### config.mk
export PLATFORM = sky130hd
export DESIGN_NAME = sdl_host_flat
export DESIGN_NICKNAME = d
export VERILOG_FILES = /design/src/design/sdl_pkg.sv /design/src/design/sdl_link_if.sv /design/src/design/sdl_host.sv /design/src/flat_wrapper.sv
export VERILOG_INCLUDE_DIRS = /design/src /design/src/design
export SDC_FILE = /design/constraint.sdc
export NUM_CORES = 1
export LEC_CHECK = 0
export BUFFER_PORTS_ARGS = -buffer_cell sky130_fd_sc_hd__buf_2
export CAP_MARGIN = 15
export CORE_UTILIZATION = 40
export CTS_CLUSTER_DIAMETER = 100
export DETAILED_ROUTE_END_ITERATION = 6
export SYNTH_ARGS = -nofsm -noshare
export SYNTH_HDL_FRONTEND = slang
export SYNTH_SLANG_ARGS = --single-unit
export TNS_END_PERCENT = 100
### constraint.sdc
create_clock -name sys_clk_i -period 5.5 [get_ports sys_clk_i]
set_input_delay 0.55 -clock sys_clk_i [delete_from_list [all_inputs] [get_ports sys_clk_i]]
set_output_delay 0.55 -clock sys_clk_i [all_outputs]
set_load 0.05 [all_outputs]
### src/design/sdl_cfg.svh
// Constants shared by both ends of the serial latch link.
`ifndef SDL_CFG_SVH
`define SDL_CFG_SVH

`define SDL_WORD_W 12
`define SDL_ADDR_W 4
`define SDL_DATA_W 8
`define SDL_ADDR_HI 11
`define SDL_ADDR_LO 8
`define SDL_DATA_HI 7
`define SDL_DATA_LO 0
`define SDL_MSB 11
`define SDL_LAST_BIT 4'hB
`define SDL_NUM_CH 8
`define SDL_CH_FIRST 4'h1
`define SDL_CH_LAST 4'h8
`define SDL_CODE_RESET 8'h00
`define SDL_WORD_RESET 12'h000
`define SDL_SYNC_STAGES 3
`define SDL_SYS_MHZ 250
`define SDL_MAX_SHIFT_KHZ 2500
`define SDL_CLK_HALF_NS 200
`define SDL_LD_SETUP_NS 200
`define SDL_LD_HIGH_NS 100
`define SDL_LD_HOLD_NS 100
`define SDL_NS_TO_CYC(ns) (((ns) * `SDL_SYS_MHZ + 999) / 1000)
`define SDL_CLK_HALF_CYC `SDL_NS_TO_CYC(`SDL_CLK_HALF_NS)
`define SDL_LD_SETUP_CYC `SDL_NS_TO_CYC(`SDL_LD_SETUP_NS)
`define SDL_LD_HIGH_CYC `SDL_NS_TO_CYC(`SDL_LD_HIGH_NS)
`define SDL_LD_HOLD_CYC `SDL_NS_TO_CYC(`SDL_LD_HOLD_NS)
`define SDL_CNT_W 8
`define SDL_FIFO_DEPTH 2

`endif

### src/design/sdl_pkg.sv
// Types and helper functions for the serial latch link.
`include "sdl_cfg.svh"

package sdl_pkg;

    typedef logic [`SDL_DATA_W-1:0] sdl_code_t;
    typedef logic [`SDL_ADDR_W-1:0] sdl_addr_t;
    typedef logic [`SDL_WORD_W-1:0] sdl_word_t;
    typedef sdl_code_t [`SDL_NUM_CH-1:0] sdl_bank_t;
    typedef logic [`SDL_NUM_CH-1:0] sdl_sel_t;

    // The address field is weighted with bit 8 highest and bit 11 lowest.
    function automatic sdl_addr_t sdl_addr_of(input sdl_word_t w);
        sdl_addr_of = {w[`SDL_ADDR_LO], w[`SDL_ADDR_LO+1],
                       w[`SDL_ADDR_LO+2], w[`SDL_ADDR_HI]};
    endfunction

    // Builds a word from a channel code and a data byte.
    function automatic sdl_word_t sdl_word_of(input sdl_addr_t a,
                                              input sdl_code_t d);
        sdl_word_of = {a[0], a[1], a[2], a[3], d};
    endfunction

    // One-hot latch select; codes outside 1 to 8 select nothing.
    function automatic sdl_sel_t sdl_decode(input sdl_addr_t a);
        sdl_decode = '0;
        if (a >= `SDL_CH_FIRST && a <= `SDL_CH_LAST)
        begin
            sdl_decode[3'(a - `SDL_CH_FIRST)] = 1'b1;
        end
    endfunction

endpackage

### src/design/sdl_link_if.sv
// Pin bundle between the host and the serial latch device.
`timescale 1ns/100ps
`default_nettype none

interface sdl_link_if;
    logic shift_clk;
    logic serial_in;
    logic load_strobe;
    logic serial_out;

    modport dev (
        input shift_clk,
        input serial_in,
        input load_strobe,
        output serial_out
    );

    modport host (
        output shift_clk,
        output serial_in,
        output load_strobe,
        input serial_out
    );
endinterface

`default_nettype wire

### src/design/sdl_host.sv
// Host end: buffers words and shifts them out with a divided clock.
`timescale 1ns/100ps
`default_nettype none

module sdl_host
    import sdl_pkg::*;
(
    input wire logic sys_clk_i,
    input wire logic rst_n_i,
    sdl_link_if.host link,
    input wire logic req_valid_i,
    output logic req_ready_o,
    input wire sdl_pkg::sdl_addr_t req_chan_i,
    input wire sdl_pkg::sdl_code_t req_data_i,
    input wire logic req_load_i,
    output logic busy_o,
    output sdl_pkg::sdl_word_t echo_word_o,
    output logic echo_valid_o
);
    import sdl_pkg::*;

    typedef enum logic [2:0] {
        SDL_IDLE, SDL_LOW, SDL_HIGH, SDL_SETUP, SDL_PULSE, SDL_HOLD
    } sdl_host_st_t;

    localparam int ENT_W = `SDL_WORD_W + 1;

    // Two-entry buffer: one word plus its load flag per entry.
    logic [ENT_W-1:0] fifo_r [`SDL_FIFO_DEPTH];
    logic wr_ptr_r;
    logic rd_ptr_r;
    logic [1:0] fill_r;
    logic pop;
    wire push = req_valid_i & req_ready_o;
    wire fifo_empty = (fill_r == 2'h0);

    assign req_ready_o = (fill_r != 2'h2);

    always_ff @(posedge sys_clk_i or negedge rst_n_i)
    begin
        if (!rst_n_i)
        begin
            wr_ptr_r <= 1'b0;
            rd_ptr_r <= 1'b0;
            fill_r <= 2'h0;
        end
        else
        begin
            if (push)
            begin
                fifo_r[wr_ptr_r] <= {req_load_i,
                                     sdl_word_of(req_chan_i, req_data_i)};
                wr_ptr_r <= ~wr_ptr_r;
            end
            if (pop)
            begin
                rd_ptr_r <= ~rd_ptr_r;
            end
            fill_r <= 2'(fill_r + {1'b0, push} - {1'b0, pop});
        end
    end

    // Read-back pin from the last device in the chain.
    logic so_s1_r;
    logic so_s2_r;
    logic so_s3_r;
    logic so_flt_r;

    always_ff @(posedge sys_clk_i or negedge rst_n_i)
    begin
        if (!rst_n_i)
        begin
            so_s1_r <= 1'b0;
            so_s2_r <= 1'b0;
            so_s3_r <= 1'b0;
            so_flt_r <= 1'b0;
        end
        else
        begin
            so_s1_r <= link.serial_out;
            so_s2_r <= so_s1_r;
            so_s3_r <= so_s2_r;
            if (so_s2_r == so_s3_r)
            begin
                so_flt_r <= so_s3_r;
            end
        end
    end

    // Shift engine.
    sdl_host_st_t st_r;
    sdl_host_st_t st_nxt;
    logic [`SDL_CNT_W-1:0] cnt_r;
    logic [3:0] bit_r;
    sdl_word_t word_r;
    logic load_r;
    sdl_word_t echo_sh_r;
    sdl_word_t echo_r;
    logic echo_vld_r;

    wire half_done = (cnt_r == `SDL_CNT_W'(`SDL_CLK_HALF_CYC - 1));
    wire setup_done = (cnt_r == `SDL_CNT_W'(`SDL_LD_SETUP_CYC - 1));
    wire pulse_done = (cnt_r == `SDL_CNT_W'(`SDL_LD_HIGH_CYC - 1));
    wire hold_done = (cnt_r == `SDL_CNT_W'(`SDL_LD_HOLD_CYC - 1));
    wire last_bit = (bit_r == `SDL_LAST_BIT);
    wire rise_now = (st_r == SDL_LOW) & half_done;

    assign pop = (st_r == SDL_IDLE) & ~fifo_empty;

    always_comb
    begin
        st_nxt = st_r;
        unique case (st_r)
            SDL_IDLE: if (pop) st_nxt = SDL_LOW;
            SDL_LOW: if (half_done) st_nxt = SDL_HIGH;
            SDL_HIGH:
            begin
                if (half_done)
                begin
                    if (!last_bit) st_nxt = SDL_LOW;
                    else if (load_r) st_nxt = SDL_SETUP;
                    else st_nxt = SDL_IDLE;
                end
            end
            SDL_SETUP: if (setup_done) st_nxt = SDL_PULSE;
            SDL_PULSE: if (pulse_done) st_nxt = SDL_HOLD;
            SDL_HOLD: if (hold_done) st_nxt = SDL_IDLE;
            default: st_nxt = SDL_IDLE;
        endcase
    end

    always_ff @(posedge sys_clk_i or negedge rst_n_i)
    begin
        if (!rst_n_i)
        begin
            st_r <= SDL_IDLE;
            cnt_r <= '0;
            bit_r <= 4'h0;
            word_r <= `SDL_WORD_RESET;
            load_r <= 1'b0;
            echo_sh_r <= `SDL_WORD_RESET;
            echo_r <= `SDL_WORD_RESET;
            echo_vld_r <= 1'b0;
        end
        else
        begin
            st_r <= st_nxt;
            cnt_r <= (st_nxt != st_r) ? '0 : `SDL_CNT_W'(cnt_r + 1'b1);
            echo_vld_r <= 1'b0;
            if (pop)
            begin
                {load_r, word_r} <= fifo_r[rd_ptr_r];
                bit_r <= 4'h0;
            end
            if (rise_now)
            begin
                // Sample the chain output just before it moves on.
                echo_sh_r <= {echo_sh_r[`SDL_MSB-1:0], so_flt_r};
                if (last_bit)
                begin
                    echo_r <= {echo_sh_r[`SDL_MSB-1:0], so_flt_r};
                    echo_vld_r <= 1'b1;
                end
            end
            if ((st_r == SDL_HIGH) && half_done)
            begin
                // Next bit is presented at the falling edge.
                word_r <= {word_r[`SDL_MSB-1:0], 1'b0};
                bit_r <= 4'(bit_r + 1'b1);
            end
        end
    end

    // Chained devices share clock and strobe; more words before the
    // strobe push earlier ones further down the chain.
    assign link.shift_clk = (st_r == SDL_HIGH);
    assign link.serial_in = word_r[`SDL_MSB];
    assign link.load_strobe = (st_r == SDL_PULSE);
    assign busy_o = (st_r != SDL_IDLE) | ~fifo_empty;
    assign echo_word_o = echo_r;
    assign echo_valid_o = echo_vld_r;

endmodule

`default_nettype wire

### src/flat_wrapper.sv
// flat-port wrapper written by rule: the top's interface ports become plain ports
module sdl_host_flat import sdl_pkg::*;
  (sys_clk_i, rst_n_i, req_valid_i, req_ready_o, req_chan_i, req_data_i, req_load_i, busy_o, echo_word_o, echo_valid_o, link_shift_clk, link_serial_in, link_load_strobe, link_serial_out);
  sdl_link_if link_i ();
  input wire logic sys_clk_i;
  input wire logic rst_n_i;
  input wire logic req_valid_i;
  output logic req_ready_o;
  input wire sdl_pkg::sdl_addr_t req_chan_i;
  input wire sdl_pkg::sdl_code_t req_data_i;
  input wire logic req_load_i;
  output logic busy_o;
  output sdl_pkg::sdl_word_t echo_word_o;
  output logic echo_valid_o;
  output wire logic [$bits(link_i.shift_clk)-1:0] link_shift_clk;
  output wire logic [$bits(link_i.serial_in)-1:0] link_serial_in;
  output wire logic [$bits(link_i.load_strobe)-1:0] link_load_strobe;
  input wire logic [$bits(link_i.serial_out)-1:0] link_serial_out;
  assign link_shift_clk = link_i.shift_clk;
  assign link_serial_in = link_i.serial_in;
  assign link_load_strobe = link_i.load_strobe;
  assign link_i.serial_out = link_serial_out;
  sdl_host u_core (.sys_clk_i(sys_clk_i), .rst_n_i(rst_n_i), .link(link_i), .req_valid_i(req_valid_i), .req_ready_o(req_ready_o), .req_chan_i(req_chan_i), .req_data_i(req_data_i), .req_load_i(req_load_i), .busy_o(busy_o), .echo_word_o(echo_word_o), .echo_valid_o(echo_valid_o));
endmodule
==> results of run 1 <==
==> flip-flops by register name, summed over array words and instances, names as in the netlist <==
name and flops:
u_core.bit_r 4, u_core.word_r 12, u_core.fill_r 2, u_core.load_r 1, u_core.echo_word_o 12, u_core.so_s3_r 1
u_core.rd_ptr_r 1, u_core.so_s1_r 1, u_core.fifo_r 26, u_core.cnt_r 8, u_core.so_flt_r 1, u_core.wr_ptr_r 1
u_core.echo_sh_r 11, u_core.st_r 3, u_core.echo_valid_o 1, u_core.so_s2_r 1
==> cells in the final DEF, fill, tap and decap left out, types with 2 or more instances in the layout <==
cell       instances
mux2_4            10
nand2_1           10
o21ai_1            3
bufinv_16          2
nand3_1           11
edfxtp_1          26
nor2_1            17
nand4_1            2
o21ai_0            3
xnor2_1            7
xor2_1             4
mux2i_1           13
nand2b_1           3
buf_4              2
and4b_1            2
buf_2             34
clkbuf_8          11
and3_1             6
nor3_1             3
ha_1               6
a21oi_1            2
a211oi_1           8
a221o_1           11
mux2_2            15
dfrtp_1           60
inv_1              7
==> metrics by stage <==
stage          cell area, um^2  setup WS [ns]  utilization
4_1_cts                   4160           3.08        0.470
5_1_grt                   4170           2.88        0.472
2_1_floorplan             3700           3.25            -
6_report                  4170           3.10        0.472
3_3_place_gp              3930           2.89        0.444
3_5_place_dp              3930           2.83        0.444
==> area by class of cell <==
cell class | count | share of cell area
multi-input cells | 156 | 0.310
clock buffers | 12 | 0.0381
flip-flops and latches | 86 | 0.547
repair buffers | 37 | 0.0471
well taps | 108 | 0.0324
clock inverters | 4 | 0.0186
inverters | 8 | 0.00719
==> per-layer routing <==
layer | vias up | share of wire | track usage | routed length [um]
met4 | 0 | 0.0077 | 0.0413 | 44
met1 | 1052 | 0.48 | 0.174 | 2710
met2 | 41 | 0.48 | 0.213 | 2740
met3 | 4 | 0.034 | 0.0358 | 196
met5 | - | 0 | 0 | 0
li1 | 1039 | - | - | -
==> cells in the mapped netlist, drive strengths merged <==
master / count
nor2: 18
a211oi: 9
a21o: 1
nor4: 1
nor3b: 2
clkbuf: 1
a21oi: 2
xnor2: 7
nand2b: 3
a31oi: 1
and2: 1
nor3: 4
nand4b: 1
a41oi: 1
o22ai: 1
buf: 13
and4b: 2
xor2: 4
inv: 8
nand4: 2
and3: 6
o2bb2ai: 1
mux2: 25
or2: 1
nand3: 12
maj3: 1
dfrtp: 60
o21ai: 6
or4bb: 1
nor2b: 1
ha: 6
nand2: 10
mux2i: 13
a221o: 11
nand3b: 1
edfxtp: 26
a211o: 1
==> where the power goes <==
group          total [mW]  leakage (nW)  switching, mW  internal [mW]
combinational       0.367         0.766          0.194          0.173
sequential          0.887          1.02          0.112          0.774
clock               0.504         0.121          0.216          0.289
total                1.76          1.91          0.522           1.24
==> worst max-delay path, cell delays in order, from the launching register on <==
cell and delay, ns:
dfrtp_1 0.43, inv_1 0.09, ha_1 0.14, and4b_1 0.46, and3_1 0.61, nor2_2 0.21
a221o_1 0.35
==> logic make-up (layout without fill, tap and decap cells) <==
logic type,Yosys count,count (layout)
adders and majority gates,7,7
xor gates and xnor gates,11,11
and+or+nand+nor,66,66
AOI/OAI and AO/OA,34,34
buffers and inverters,22,61
DFF,86,86
muxes,38,38
==> worst paths after layout <==
path,start,to,cells past startpoint
max,u_core.cnt_r[1],u_core.word_r[2],6
min,link_serial_out,u_core.so_s1_r,1
max reg2reg,u_core.cnt_r[1],u_core.word_r[2],6
min reg2reg,u_core.so_s1_r,u_core.so_s2_r,0
max in group asynchronous,rst_n_i,u_core.fill_r[0],2
min in group asynchronous,rst_n_i,u_core.cnt_r[5],2
==> impl_metrics.toml, run 1 <==
[synthesis]
ys_seq_area_frac = 0.616
synthSimpleGateAreaFrac = 0.104
synth_top_cell_by_area = "dfrtp_1"
ys_ff_latch = 86
synth_top_family_by_area = "multiplexers"
ys.warnings.count = 0
synth_compound_area_frac = 0.0747
synth_nets = 287
synthMuxAreaShare = 0.121
synth_area_leaders = "dfrtp_1, edfxtp_1, mux2_2"
synth_top_area_share = 0.405
synth_cell_types = 47
syn_inst = 264
syn_avg_cell_area_um2 = 14.0
synthXorXnorAreaFrac = 0.0260
syn-cell-area_um2 = 3700
synth_adder_area_share = 0.0230

[pwr]
powerDensity_nw_per_um2 = 421
power_mw = 1.76
vdd_drop_max_mv = 0.198
leakage_nw = 1.91

[sta]
whs_ns = 0.319
setup_viol = 0
rsz0062_at_grt = "no"
drv_slew = 0
fin_crit_sh = 0.437
final.setup.tns_ns = 0
slew-limit-headroom = 0.494
hold_violations = 0
skew_ns = 0.00559
fin_crit_ns = 2.40
fmax_mhz = 416
worst_pin_slew_ns = 0.758

[run_status]
failed_checks = "DRC"
status = "finished with violations"

[routing]
avgRoutedWirePerCell_um = 13.8
viasPerCell = 5.20
dr.pass1.iters = 7
wl_um = 5690
drc_errors = 1
drtAntennaViolNets = 0
drt_iter0_drc = 98
num_vias = 2136

[cts]
cts_num_sinks = 86
htreeDepth = 3
hold_buffers = 0
insertion_delay_ns = 0.33
clock-root-buffer = "clkbuf_8"
cts_buffers = 9
clkTransAtPathRegs_ns = 0.08
cts.path.max_buffers = 2
ctsResizeCount = 0
cts_setup_buffers = 0
cts_tree = "done"

[setup_path]
path_class = "reg -> reg"
rrSetupSlack_ns = 3.10
endpoint_kind = "flop"
arrival_ns = 2.62
crit_required_ns = 5.72
cp_max_fo = 16
critPathLaunchType = "flop"

[floorplanning]
die-width_um = 98.2
num_rows = 34
start_util = 0.419
io_pins = 35
die_area_um2 = 9650
die_y_um = 98.2
core_area_um2 = 8850

[layout]
diodes = 0
multi_input_area_um2 = 1290
nNetsFinal = 321
fin_cells = 411
num-fill-cells = 833
drive_gt1_frac = 0.287
seqCellArea_um2 = 2280
syn_to_final_growth_pct = 12.7

[hold_path]
holdCritPathClass = "in -> reg"

[global_routing]
grt.total_usage = 0.132
grt_pass1_vias = 2084
grt_max_degree = 63
grt_first_pass_wirelength_um = 10100
grt.overflow.total = 0
antenna_found_initial = 0

[placement]
hpwl_um = 3690
place_inst = 394
gp_congestion = 0.733
io_buffers = 34

[job]
drv_cap = 0
No activity file was read; power rests on OpenSTA's default activity.
==> inputs of run 2 (changes only) <==
==> constraint.sdc (replaced) <==
create_clock -name sys_clk_i -period 2 [get_ports sys_clk_i]
set_input_delay 0.2 -clock sys_clk_i [delete_from_list [all_inputs] [get_ports sys_clk_i]]
set_output_delay 0.2 -clock sys_clk_i [all_outputs]
set_load 0.05 [all_outputs]
==> impl_metrics.toml, run 2 (synthesis results as in run 1) <==
[routing]
wl_um = 5870
met1Wirelength_um = 2860
drt_iter0_drc = 96
wl_met2_um = 2740
avgRoutedWirePerCell_um = 13.7
num_vias = 2160
drtAntennaViolNets = 0
top_layer = "met4"
dr.pass1.iters = 7
met3WireLength_um = 195
viasPerCell = 5.05
drc_errors = 1

[global_routing]
grt_pass1_vias = 2115
grt.total_usage = 0.135
antenna_found_initial = 0
grt_max_degree = 60
grt_first_pass_wirelength_um = 10100
grt.overflow.total = 0

[pwr]
powerDensity_nw_per_um2 = 1090
leakage_nw = 1.96
power_mw = 4.66
vdd_drop_max_mv = 0.591

[floorplanning]
io_pins = 35
num_rows = 34
die_y_um = 98.2
die_area_um2 = 9650
die-width_um = 98.2
core_area_um2 = 8850
start_util = 0.419

[cts]
clkTransAtPathRegs_ns = 0.09
cts_tree = "done"
insertion_delay_ns = 0.36
clock-root-buffer = "clkbuf_8"
htreeDepth = 3
cts_num_sinks = 86
cts.path.max_buffers = 2
cts_buffers = 9

[setup_path]
critical_path.cell_chain = "inv_1, ha_1, and4b_2, and3_1, mux2_2, a21o_1"
crit_required_ns = 2.25
cp_max_fo = 7
cpPeakStageDelay_ns = 0.38
endpoint_kind = "flop"
arrival_ns = 2.11
crit_slowest_cell = "dfrtp_1"
critPathLaunchType = "flop"
path_class = "reg -> reg"
rrSetupSlack_ns = 0.15

[run_status]
failed_checks = "DRC"
status = "finished with violations"

[placement]
hpwl_um = 3980
place_inst = 410
io_buffers = 34
gp_congestion = 0.784

[sta]
worst_pin_slew_ns = 0.729
slew-limit-headroom = 0.514
whs_ns = 0.0242
skew_ns = 0.00758
fin_crit_sh = 0.927
rsz0062_at_grt = "no"
fin_crit_ns = 1.85
fmax_mhz = 539
drv_slew = 0
setup_viol = 0
hold_violations = 0

[layout]
seqCellArea_um2 = 2280
regMostFlops = "u_core.fifo_r"
final_common_cell = "dfrtp_1"
multi_input_area_um2 = 1310
largest_reg_flops = 26
syn_to_final_growth_pct = 15.2
diodes = 0
nNetsFinal = 338
num-fill-cells = 821
drive_gt1_frac = 0.331
fin_cells = 428
layout_common_cells = "dfrtp_1, buf_2, edfxtp_1"

[job]
drv_cap = 0

[hold_path]
holdCritPathClass = "in -> reg"
## run 2: path summary, 6_finish.rpt
path | from | end | depth (start not counted)
max in group asynchronous | rst_n_i | u_core.so_s3_r | 3
max reg2reg | u_core.cnt_r[1] | u_core.bit_r[3] | 6
min reg2reg | u_core.so_s1_r | u_core.so_s2_r | 0
max | u_core.cnt_r[1] | u_core.bit_r[3] | 6
min | req_data_i[7] | u_core.fifo_r[1][7] | 1
min in group asynchronous | rst_n_i | u_core.wr_ptr_r | 2
## run 2: stage by stage
step | setup slack [ns] | area (um^2) | utilization | setup TNS [ns]
after floorplan | -0.0294 | 3710 | - | -0.0294
after global placement | 0.0556 | 4060 | 0.458 | 0
after detailed placement | -0.0159 | 4060 | 0.458 | -0.0262
after CTS | 0.0584 | 4260 | 0.481 | 0
after global routing | 0.0148 | 4270 | 0.482 | 0
final | 0.146 | 4270 | 0.482 | 0
## run 2: critical path, delay by kind of cell (launching register included)
| kind | cells | cell delay, ns |
|---|---|---|
| compound gates | 1 | 0.17 |
| buf+inv | 1 | 0.08 |
| mux | 1 | 0.36 |
| simple gates | 2 | 0.62 |
| flops | 1 | 0.38 |
| fa+ha+maj | 1 | 0.14 |
## run 2: final cells by class
cell class                 instances  share of cell area
inverter                           8             0.00704
timing repair buffer              54              0.0763
multi-input combinational        156               0.308
sequential                        86               0.535
tap                              108              0.0317
clock buffer                       9              0.0290
clock inverter                     7              0.0132
## run 2: report_power, final
part / internal (mW) / total (mW) / leakage [nW] / switching (mW)
logic: 0.565 / 1.24 / 0.847 / 0.673
registers: 2.13 / 2.32 / 1.02 / 0.193
clock network: 0.465 / 1.10 / 0.0858 / 0.634
total: 3.16 / 4.66 / 1.96 / 1.50
## run 2: layer usage
metal	global-route usage	vias up
met3	0.0387	5
met5	0	-
met2	0.204	42
met1	0.180	1047
li1	-	1066
met4	0.0620	0
## run 2: repair_timing
| item | 4_1_cts | 5_1_grt |
|---|---|---|
| gates cloned | 0 | 0 |
| resized for setup | 1 | 3 |
| pin swaps | 0 | 0 |
| setup buffers | 0 | 0 |
| hold buffers | 2 | 0 |
| setup endpoints to repair | 8 | 14 |
| endpoints found under the hold margin | 2 | 0 |
==> inputs of run 3 (changes only) <==
==> constraint.sdc (replaced) <==
create_clock -name sys_clk_i -period 1.9 [get_ports sys_clk_i]
set_input_delay 0.19 -clock sys_clk_i [delete_from_list [all_inputs] [get_ports sys_clk_i]]
set_output_delay 0.19 -clock sys_clk_i [all_outputs]
set_load 0.05 [all_outputs]
==> impl_metrics.toml, run 3 (synthesis results as in run 1) <==
[run_status]
status = "finished with violations"
failed_checks = "DRC"

[cts]
cts_num_sinks = 86
cts_tree = "done"
clkTransAtPathRegs_ns = 0.09
cts_buffers = 9
insertion_delay_ns = 0.36
htreeDepth = 3
clock-root-buffer = "clkbuf_8"
cts.path.max_buffers = 2

[routing]
drc_errors = 6
drt_iter0_drc = 109
wl_um = 6060
viasPerCell = 4.99
dr.pass1.iters = 7
avgRoutedWirePerCell_um = 13.7
num_vias = 2207
drtAntennaViolNets = 0

[global_routing]
grt_first_pass_wirelength_um = 10300
grt.total_usage = 0.137
antenna_found_initial = 0
grt_max_degree = 58
grt.overflow.total = 0
grt_pass1_vias = 2184

[layout]
syn_to_final_growth_pct = 19.1
drive_gt1_frac = 0.329
largest_reg_flops = 26
fin_util = 0.498
diodes = 0
nNetsFinal = 352
regMostFlops = "u_core.fifo_r"
layout_common_cells = "dfrtp_1, buf_2, edfxtp_1"
final_common_cell = "dfrtp_1"

[floorplanning]
io_pins = 35
die_y_um = 98.2
core_area_um2 = 8850
start_util = 0.419
die_area_um2 = 9650
die-width_um = 98.2
num_rows = 34

[sta]
fin_crit_sh = 0.947
whs_ns = 0.0232
worst_pin_slew_ns = 0.703
fin_ws_ns = 0.101
skew_ns = 0.0135
hold_violations = 0
rsz0062_at_grt = "no"
slew-limit-headroom = 0.531
final.setup.tns_ns = 0
drv_slew = 0
fmax_mhz = 556
setup_viol = 0
fin_crit_ns = 1.80

[placement]
gp_congestion = 0.777
dp_slack_ns = -0.0365
io_buffers = 34
hpwl_um = 3970

[hold_path]
hold_path_depth = 1
min-delay-start = "req_data_i[1]"
holdCritPathClass = "in -> reg"
min_delay_worst_endpoint = "u_core.fifo_r[0][1]"

[setup_path]
crit_top_cell = "buf_4"
cpPeakStageDelay_ns = 0.38
ff2ff_path_depth = 8
crit_slowest_cell = "dfrtp_1"
reg2reg_to = "u_core.cnt_r[3]"
cp_max_fo = 8
critical_path.cell_chain = "inv_1, ha_1, and4b_2, buf_4, nand4_1, a41oi_2, buf_4, a211oi_1"
endpoint_kind = "flop"
path_buf_inv = 3
critPathLaunchType = "flop"
arrival_ns = 2.02
cp_top_family = "buffers and inverters"
crit_required_ns = 2.12
rrSetupSlack_ns = 0.10
path_class = "reg -> reg"
r2r-start = "u_core.cnt_r[1]"

[pwr]
leakage_nw = 2.02
power_mw = 4.98
powerDensity_nw_per_um2 = 1130
vdd_drop_max_mv = 0.579

[job]
drv_cap = 0
-- run 3: changes by cell type in the layout (fill, tap and decap cells not counted), sizes merged --
cell,before,now
buf,52,55
clkinvlp,2,3
dlygate4sd3,2,13
clkinv,2,1
-- run 3: report_power, final --
group	leakage [nW]	internal (mW)	switching (mW)
logic	0.916	0.641	0.725
clock network	0.0843	0.491	0.684
registers	1.02	2.24	0.199
-- run 3: per-stage QoR --
stage / cells / area (um^2)
floorplan: 264 / 3730
global placement: 412 / 4080
detailed placement: 412 / 4080
CTS: 434 / 4330
global route: 442 / 4410
finish: 442 / 4410
-- run 3: final cells by class --
class | instances | area (um^2)
Clock buffer | 9 | 124
Clock inverter | 7 | 57.6
Fill cell | 799 | 4440
Inverter | 8 | 30.0
Multi-Input combinational cell | 156 | 1320
Sequential cell | 86 | 2280
Tap cell | 108 | 135
Timing Repair Buffer | 68 | 458
-- run 3: worst max-delay path by stage --
| stage | startpoint | to | slack, ns | depth (start not counted) |
|---|---|---|---|---|
| finish | u_core.cnt_r[1] | u_core.cnt_r[3] | 0.10 | 8 |
| global route | u_core.cnt_r[1] | u_core.cnt_r[3] | 0.002 | 8 |
| CTS | u_core.bit_r[0] | u_core.cnt_r[0] | 0.07 | 6 |
| detailed placement | u_core.cnt_r[1] | u_core.cnt_r[0] | -0.04 | 7 |
| global placement | u_core.cnt_r[1] | u_core.cnt_r[3] | 0.01 | 7 |
| floorplan | u_core.st_r[2] | u_core.word_r[10] | -0.08 | 7 |
-- run 3: metal layers --
metal	vias to the layer above	GRT usage	routed length, um
met5	-	0	0
met3	2	0.0501	239
met1	1072	0.176	2900
met2	41	0.217	2900
met4	0	0.0413	31
li1	1092	-	-
-- run 3: repair_timing --
item                                    4_1_cts  5_1_grt
hold buffers                                  6        7
endpoints found under the setup margin        8        8
buffers inserted                              0        1
endpoints found under the hold margin        12       14
resized for setup                             1        2
-- run 3: worst register-to-register path: cells and delay by family, from the launching register on --
kind            cells  cell delay [ns]
buf+inv             3             0.45
simple gates        2             0.44
flops               1             0.38
compound gates      2             0.27
fa+ha+maj           1             0.14
